File: config.mk
export PLATFORM = sky130hd
export DESIGN_NAME = prhost_ctrl
export DESIGN_NICKNAME = d
export VERILOG_FILES = /design/src/logic/prhost_pkg.sv /design/src/logic/prhost_ctrl.sv
export SDC_FILE = /design/constraint.sdc
export NUM_CORES = 1
export LEC_CHECK = 0
export ABC_AREA = 1
export BUFFER_PORTS_ARGS = -buffer_cell sky130_fd_sc_hd__clkbuf_2
export CAP_MARGIN = 20
export CORE_MARGIN = 2
export CORE_UTILIZATION = 45
export DETAILED_ROUTE_END_ITERATION = 10
export PLACE_DENSITY = 0.76
export SKIP_LAST_GASP = 1
export SLEW_MARGIN = 20
export SYNTH_ARGS = -nofsm -noshare
export SYNTH_HDL_FRONTEND = slang
export SYNTH_SLANG_ARGS = --single-unit
export TNS_END_PERCENT = 20
File: constraint.sdc
create_clock -name i_mclk -period 3.2 [get_ports i_mclk]
set_clock_uncertainty 0.05 [all_clocks]
set_input_delay 0.32 -clock i_mclk [delete_from_list [all_inputs] [get_ports i_mclk]]
set_output_delay 0.32 -clock i_mclk [all_outputs]
set_load 0.01 [all_outputs]
File: src/logic/prhost_pkg.sv
package prhost_pkg;
   // Bitstream word width
   localparam int WORD_W = 16;
   // Divider: reconfig_clk half period in system clocks (40 ns * 4 = 160 ns)
   localparam int DIV_HALF = 4;
   localparam logic [2:0] DIV_LAST = 3'h3;
   // Gap from ready to first word, in link clock cycles
   localparam logic [3:0] GAP_PLAIN = 4'h4;
   localparam logic [3:0] GAP_ENC_DBL = 4'h8;
   localparam logic [3:0] GAP_ENC_CMP = 4'hc;
   // Link clocks each compressed word is held
   localparam logic [2:0] CMP_HOLD = 3'h4;
   // Request must drop within this many link clocks of done/fault
   localparam logic [3:0] REQ_DROP_MAX = 4'h8;
   // Link clocks kept running after done/fault
   localparam logic [6:0] TAIL_PLAIN = 7'h14;
   localparam logic [6:0] TAIL_CMP = 7'h50;
   // Quiet link clocks before a restart may be requested
   localparam logic [6:0] RESTART_GAP = 7'h14;
   // Sequencer states
   typedef enum logic [2:0] {
      PRH_IDLE, PRH_WAIT_RDY, PRH_GAP, PRH_SEND, PRH_TAIL, PRH_QUIET
   } prh_state_t;
   // Signals driven toward the device
   typedef struct packed {
      logic              req;
      logic              clk;
      logic [WORD_W-1:0] word;
   } prh_link_out_t;
   // Status toward the user
   typedef struct packed {
      logic busy;
      logic done;
      logic fault;
      logic crc_fault;
   } prh_stat_t;
endpackage

File: src/logic/prhost_ctrl.sv
`timescale 1ns/1ns
`default_nettype none
// How it works
// - Encrypted compressed double mode: first word after 12
// - Pause by freezing link clock, either level
// - Abort by dropping request before transfer ends
// - Restart only 20 cycles after a failure
// - Clock keeps toggling through full device reset
// - On fault: retry, full reset, or leave
// - Data moves as 16-bit words
// - Drive request, follow ready, done, fault
// - Compressed mode holds each word four cycles
// - Link clock stays under device maximum
// - Plain stream: first word after four cycles
// - Drop request within eight; clock twenty more
module prhost_ctrl
(
   input  wire logic                          i_mclk,
   input  wire logic                          i_rst_n,
   input  wire logic                          i_start,
   input  wire logic                          i_abort,
   input  wire logic                          i_pause,
   input  wire logic                          i_compressed,
   input  wire logic                          i_enc_double,
   input  wire logic                          i_full_reset,
   input  wire logic [prhost_pkg::WORD_W-1:0] i_word,
   input  wire logic                          i_word_valid,
   input  wire logic                          i_word_last,
   output logic                               o_word_ready,
   input  wire logic                          i_reconfig_rdy,
   input  wire logic                          i_reconfig_complete,
   input  wire logic                          i_reconfig_fault,
   input  wire logic                          i_crc_fault,
   output logic                               o_reconfig_req,
   output logic                               o_reconfig_clk,
   output logic [prhost_pkg::WORD_W-1:0]      o_reconfig_word,
   output logic                               o_busy,
   output logic                               o_done,
   output logic                               o_fault,
   output logic                               o_crc_fault
);

   //------------------------------------------------------------
   // State
   //------------------------------------------------------------
   typedef struct packed {
      logic [2:0]                  sync_a;   // First sync stage
      logic [2:0]                  sync_b;   // Second sync stage
      logic                        crc_a;    // CRC fault first stage
      logic                        crc_b;    // CRC fault second stage
      logic [2:0]                  div;      // Clock divider count
      prhost_pkg::prh_state_t      st;       // Sequencer state
      logic [3:0]                  gap;      // Edges before first word
      logic [2:0]                  hold;     // Edges current word held
      logic [6:0]                  tail;     // Tail and quiet counter
      logic                        cmp;      // Latched compressed flag
      logic                        last;     // Last word on the bus
      prhost_pkg::prh_link_out_t   lnk;      // Pins toward device
      prhost_pkg::prh_stat_t       stat;     // User status
      logic                        wrdy;     // Word accept pulse
   } prh_regs_t;

   // Whole state in one record: one reset line clears it all
   prh_regs_t s_reg;   // Registered state
   prh_regs_t s_next;  // Next state

   // Decoded helpers, all combinational
   logic rdy_s;      // Synchronised ready
   logic cmpl_s;     // Synchronised complete
   logic flt_s;      // Synchronised fault
   logic half_tick;  // Divider wrap
   logic rise;       // Link clock about to rise
   logic fall;       // Link clock about to fall
   logic run_clk;    // Link clock allowed to toggle
   logic ended;      // Device reported done or fault

   // Only the second sync stage feeds logic
   assign rdy_s  = s_reg.sync_b[0];
   assign cmpl_s = s_reg.sync_b[1];
   assign flt_s  = s_reg.sync_b[2];
   assign ended  = cmpl_s | flt_s;

   //------------------------------------------------------------
   // Next state
   //------------------------------------------------------------
   // Data changes on the falling edge so the device samples a
   // settled word on each rising edge of the link clock.
   always_comb
   begin
      s_next        = s_reg;
      s_next.wrdy   = 1'b0;
      // Device status are asynchronous pins: two stages each
      s_next.sync_a = {i_reconfig_fault, i_reconfig_complete,
                       i_reconfig_rdy};
      s_next.sync_b = s_reg.sync_a;
      s_next.crc_a  = i_crc_fault;
      s_next.crc_b  = s_reg.crc_a;
      s_next.stat.crc_fault = s_reg.crc_b;
      // Divider: 320 ns link period, well under the maximum
      half_tick = (s_reg.div == prhost_pkg::DIV_LAST);
      s_next.div = half_tick ? 3'h0 : s_reg.div + 3'h1;
      // Full reset needs a running clock; pause only mid-stream
      run_clk = i_full_reset
              | ((s_reg.st != prhost_pkg::PRH_IDLE)
                 & !(i_pause & (s_reg.st == prhost_pkg::PRH_SEND)));
      rise = half_tick & run_clk & !s_reg.lnk.clk;
      fall = half_tick & run_clk & s_reg.lnk.clk;
      // Toggle on each enabled half period
      if (rise | fall)
      begin
         s_next.lnk.clk = !s_reg.lnk.clk;
      end
      // Busy lags the state by one cycle, which is harmless
      s_next.stat.busy = (s_reg.st != prhost_pkg::PRH_IDLE);
      // Sequencer: request, ready, gap, stream, tail, quiet
      unique case (s_reg.st)
         prhost_pkg::PRH_IDLE:
         begin
            // A start during a full device reset is refused
            if (i_start & !i_full_reset)
            begin
               s_next.lnk.req   = 1'b1;
               s_next.cmp       = i_compressed;
               s_next.stat.done  = 1'b0;
               s_next.stat.fault = 1'b0;
               s_next.st        = prhost_pkg::PRH_WAIT_RDY;
            end
         end
         prhost_pkg::PRH_WAIT_RDY:
         begin
            // Wait for the device to raise ready
            if (i_abort | ended)
            begin
               s_next.lnk.req = 1'b0;
               s_next.tail    = 7'h0;
               s_next.st      = prhost_pkg::PRH_TAIL;
            end
            else if (rdy_s)
            begin
               if (i_enc_double & s_reg.cmp)
                  s_next.gap = prhost_pkg::GAP_ENC_CMP;
               else if (i_enc_double)
                  s_next.gap = prhost_pkg::GAP_ENC_DBL;
               else
                  s_next.gap = prhost_pkg::GAP_PLAIN;
               s_next.st = prhost_pkg::PRH_GAP;
            end
         end
         prhost_pkg::PRH_GAP:
         begin
            // Count exact rising edges before the first word
            if (i_abort)
            begin
               s_next.lnk.req = 1'b0;
               s_next.tail    = 7'h0;
               s_next.st      = prhost_pkg::PRH_TAIL;
            end
            else if (fall & (s_reg.gap == 4'h1))
            begin
               s_next.lnk.word = i_word;
               s_next.last     = i_word_last;
               s_next.wrdy     = 1'b1;
               s_next.hold     = 3'h0;
               s_next.st       = prhost_pkg::PRH_SEND;
            end
            else if (rise)
            begin
               s_next.gap = s_reg.gap - 4'h1;
            end
         end
         prhost_pkg::PRH_SEND:
         begin
            // Stream words; a missing word leaves the old one on the bus while the clock runs on
            if (i_abort | ended)
            begin
               s_next.lnk.req = 1'b0;
               s_next.tail    = 7'h0;
               s_next.st      = prhost_pkg::PRH_TAIL;
            end
            else if (rise)
            begin
               s_next.hold = s_reg.hold + 3'h1;
            end
            else if (fall & !s_reg.last & i_word_valid
                     & (!s_reg.cmp
                        | (s_reg.hold == prhost_pkg::CMP_HOLD)))
            begin
               s_next.lnk.word = i_word;
               s_next.last     = i_word_last;
               s_next.wrdy     = 1'b1;
               s_next.hold     = 3'h0;
            end
         end
         prhost_pkg::PRH_TAIL:
         begin
            // Request is already low, far inside the eight-edge limit
            s_next.lnk.req = 1'b0;
            if (cmpl_s)
               s_next.stat.done = 1'b1;
            if (flt_s)
               s_next.stat.fault = 1'b1;
            if (rise)
               s_next.tail = s_reg.tail + 7'h1;
            // Tail counts rising edges; compressed needs the longer one
            if (s_reg.tail == (s_reg.cmp ? prhost_pkg::TAIL_CMP
                                         : prhost_pkg::TAIL_PLAIN))
            begin
               s_next.tail = 7'h0;
               s_next.st   = prhost_pkg::PRH_QUIET;
            end
         end
         prhost_pkg::PRH_QUIET:
         begin
            // Keep clocking until the restart spacing has passed
            if (flt_s)
               s_next.stat.fault = 1'b1;
            if (rise & !ended)
               s_next.tail = s_reg.tail + 7'h1;
            // Counting only starts once the device lets its flags go
            if (s_reg.tail == prhost_pkg::RESTART_GAP)
               s_next.st = prhost_pkg::PRH_IDLE;
         end
      endcase
      // Synchronous reset wins over everything above
      if (!i_rst_n)
      begin
         s_next = '0;
         s_next.st = prhost_pkg::PRH_IDLE;
      end
   end

   //------------------------------------------------------------
   // Register
   //------------------------------------------------------------
   // Single register stage for the whole record
   always_ff @(posedge i_mclk)
   begin
      s_reg <= s_next;
   end

   //------------------------------------------------------------
   // Outputs
   //------------------------------------------------------------
   // Pins come straight from flops: no glitches toward the device
   assign o_reconfig_req  = s_reg.lnk.req;
   assign o_reconfig_clk  = s_reg.lnk.clk;
   assign o_reconfig_word = s_reg.lnk.word;
   assign o_word_ready    = s_reg.wrdy;
   assign o_busy          = s_reg.stat.busy;
   assign o_done          = s_reg.stat.done;
   assign o_fault         = s_reg.stat.fault;
   assign o_crc_fault     = s_reg.stat.crc_fault;
endmodule // prhost_ctrl
`default_nettype wire

==> run metrics <==
run status=complete, no violations; Num CTS Buffers=5; die area=6980 um2; max reg flops=27; Arr. time, crit path=2.04 ns; Warnings, synthesis=0; final core occ=51.6%; final hold violations=0; DRT Wirelength=5520 um; top-area cell type share of the netlist area=37.2%; CP bufs+invs=0; nets=498; antenna fix cells=0; RSZ-0062 raised after global routing=false; critical path's largest stage delay=0.47 ns; grt total ovfl=0; Buffers on Ports=52; Overall Power=0.00189 W; most used cell, CP=nand2_2; via count=2,532; remaining antenna violation count after routing=0; Setup WS post-layout=1.35 ns; CP delay by family, top=simple AND/OR/NAND/NOR gates; Worst Path Max Fanout=34; Slew Limit Fails=0; RePlAce Congestion=0.912; CTS Sinks=53; Synth Flop Type=dfxtp_1; Post-synth EDFFs=0; post-synth top area cell=dfxtp_1; final setup violation count=0; Seq/Total Area, Yosys=37.2%; Critical Path Slowest Stage Cell=dfxtp_1; Clock transition at path regs=0.09 ns; worst rel slew slack=71.9%; Critical Path Start Type=flop; Post-CTS Repair Setup Buffers=0; setup TNS=0 ns; maximum clock path buffer count=2; DR pass1 iterations=4; first-pass GRT wire length=9620 um; most frequent cell after synthesis=nand2_1; Synth-to-Final Area Change=9.05%; Hold Buf Count CTS=0; largest net degree at the start of global routing=42; DRC viols=0; WL per Instance=10.4 um; number of distinct library cells after synthesis=32; max-cap violations=0; number of core rows=28; asr flop ratio synth=0%; DR vias/cell=4.76; DR iter-0 viols=106; vias in the first global route=2,359; Post-DP HPWL=4220 um; final worst-path cycle share=58.0%; initial antenna violation count=0; Post-Syn Area per Cell=6.74 um2; Worst EP required=3.38 ns; VDD IR max=0.298 mV; Hold Crit Class=input pin to flop; root buffer cell=clkbuf_8; Worst-Skew Late Latency=0.29 ns; Die Ht=83.6 um; IO Pins=53; chip width=83.6 um; post-CTS sizing=0; synth top area cells=dfxtp_1 37%, nand2_1 14%, nor2_1 10%; Total GRT Usage=16.4%; Initial Utilization=47.3%; maximum clock frequency=0.539 GHz; H-tree depth=2; Setup crit end kind=flop; cells along the critical path=nor2_1 -> nand2_2 -> nand2_2 -> nand2_4 -> nand4_1 -> nand2_2 -> nand3_4 -> nand2_1 -> nand2_1 -> nor2_1; count of mapped cells out of synthesis=423; Multi-input gate area=1350 um2; flops & latches, synth=53; Filler cells=606; CORE AREA=6030 um2; hold slack final=0.157 ns; Net Count, Synth=463; FF+latch area=1060 um2; worst-margin pin slew=0.422 ns; DP Worst Slack=1.37 ns; synthesized cell area=2850 um2; min Tclk post-route=1.85 ns; Leak=1.64 nW; CTS tree=built; WS Path Type=flop to flop; Post-synth top cells=103 x nand2_1, 77 x nor2_1, 64 x inv_1; layout cell share with drive strength beyond 1=17.3%; pwr dens=608 nW/um2
## worst paths after layout
| path | startpoint | endpoint | slack (ns) | cells past startpoint |
|---|---|---|---|---|
| worst min register to register | s_reg[51]$_SDFF_PN0_ | cmpl_s$_SDFF_PN0_ | 0.37 | 2 |
| worst max-delay path | s_reg[40]$_SDFFE_PN0P_ | o_reconfig_word[2]$_SDFFE_PN0P_ | 1.35 | 10 |
| worst min-delay path | i_reconfig_complete | s_reg[51]$_SDFF_PN0_ | 0.16 | 3 |
| worst max register to register | s_reg[40]$_SDFFE_PN0P_ | o_reconfig_word[2]$_SDFFE_PN0P_ | 1.35 | 10 |
## per-layer routing
metal | wire, um | up-vias | GRT usage (%)
li1 | - | 1341 | -
met1 | 2540 | 1128 | 20.0
met2 | 2640 | 53 | 28.9
met3 | 245 | 10 | 3.46
met4 | 89 | 0 | 4.69
met5 | 0 | - | 0
## metrics by stage
| stage | area (um2) | cells |
|---|---|---|
| global route | 3110 | 532 |
| floorplan | 2850 | 423 |
| finish | 3110 | 532 |
| CTS | 3110 | 532 |
| global placement | 3030 | 526 |
| detailed placement | 3030 | 526 |
## report_power, final
part	leakage, nW	switching [W]	internal [W]	total (W)
registers	0.432	0.0000714	0.000742	0.000814
logic	1.17	0.000465	0.000268	0.000733
clock network	0.0399	0.000198	0.000144	0.000342
total	1.64	0.000734	0.00116	0.00189
## worst min-delay path, delay by kind of cell
kind                   cells  cell delay, ns
buffers and inverters      2            0.11
AND/OR/NAND/NOR            1            0.04
## placed cells by master, fill, tap and decap left out
cell | synthesis | layout
nand2_4 | 1 | 1
nand3_4 | 2 | 2
clkbuf_2 | 0 | 52
nand3_1 | 22 | 22
a21oi_2 | 1 | 1
a21oi_4 | 1 | 1
o21a_1 | 2 | 2
nor3_1 | 4 | 4
nand4_2 | 1 | 1
nand4_1 | 3 | 3
a22oi_1 | 1 | 1
clkbuf_8 | 0 | 5
inv_1 | 64 | 64
a31oi_1 | 1 | 1
clkinv_2 | 0 | 1
nor2_1 | 77 | 77
nand3b_1 | 1 | 1
inv_2 | 3 | 3
xnor2_1 | 3 | 3
dfxtp_1 | 53 | 53
nand2_2 | 6 | 6
nand3_2 | 1 | 1
a21oi_1 | 18 | 18
buf_4 | 17 | 1
o21ai_0 | 9 | 9
o21ai_4 | 1 | 1
clkinv_1 | 2 | 2
nor3b_1 | 2 | 2
ha_1 | 10 | 10
o211ai_1 | 3 | 3
nand2_1 | 103 | 103
or2_2 | 3 | 3
## kinds of logic after synthesis
kind of cell,Yosys count,synth area share [%]
AND/OR/NAND/NOR,226,34.1
buffers and inverters,94,15.3
flip-flops,53,37.2
AO/OA/AOI/OAI,37,7.99
adder cells (fa/ha/maj),10,4.39
XOR/XNOR,3,0.922
## layout make-up
| cell class | count | area share, % |
|---|---|---|
| clock buffer | 5 | 2.22 |
| timing repair buffer | 53 | 8.62 |
| multi-input combinational | 276 | 43.5 |
| sequential | 53 | 34.2 |
| inverter | 69 | 8.34 |
| clock inverter | 1 | 0.161 |
| tap | 75 | 3.02 |
No activity file was read; power rests on OpenSTA's default activity.
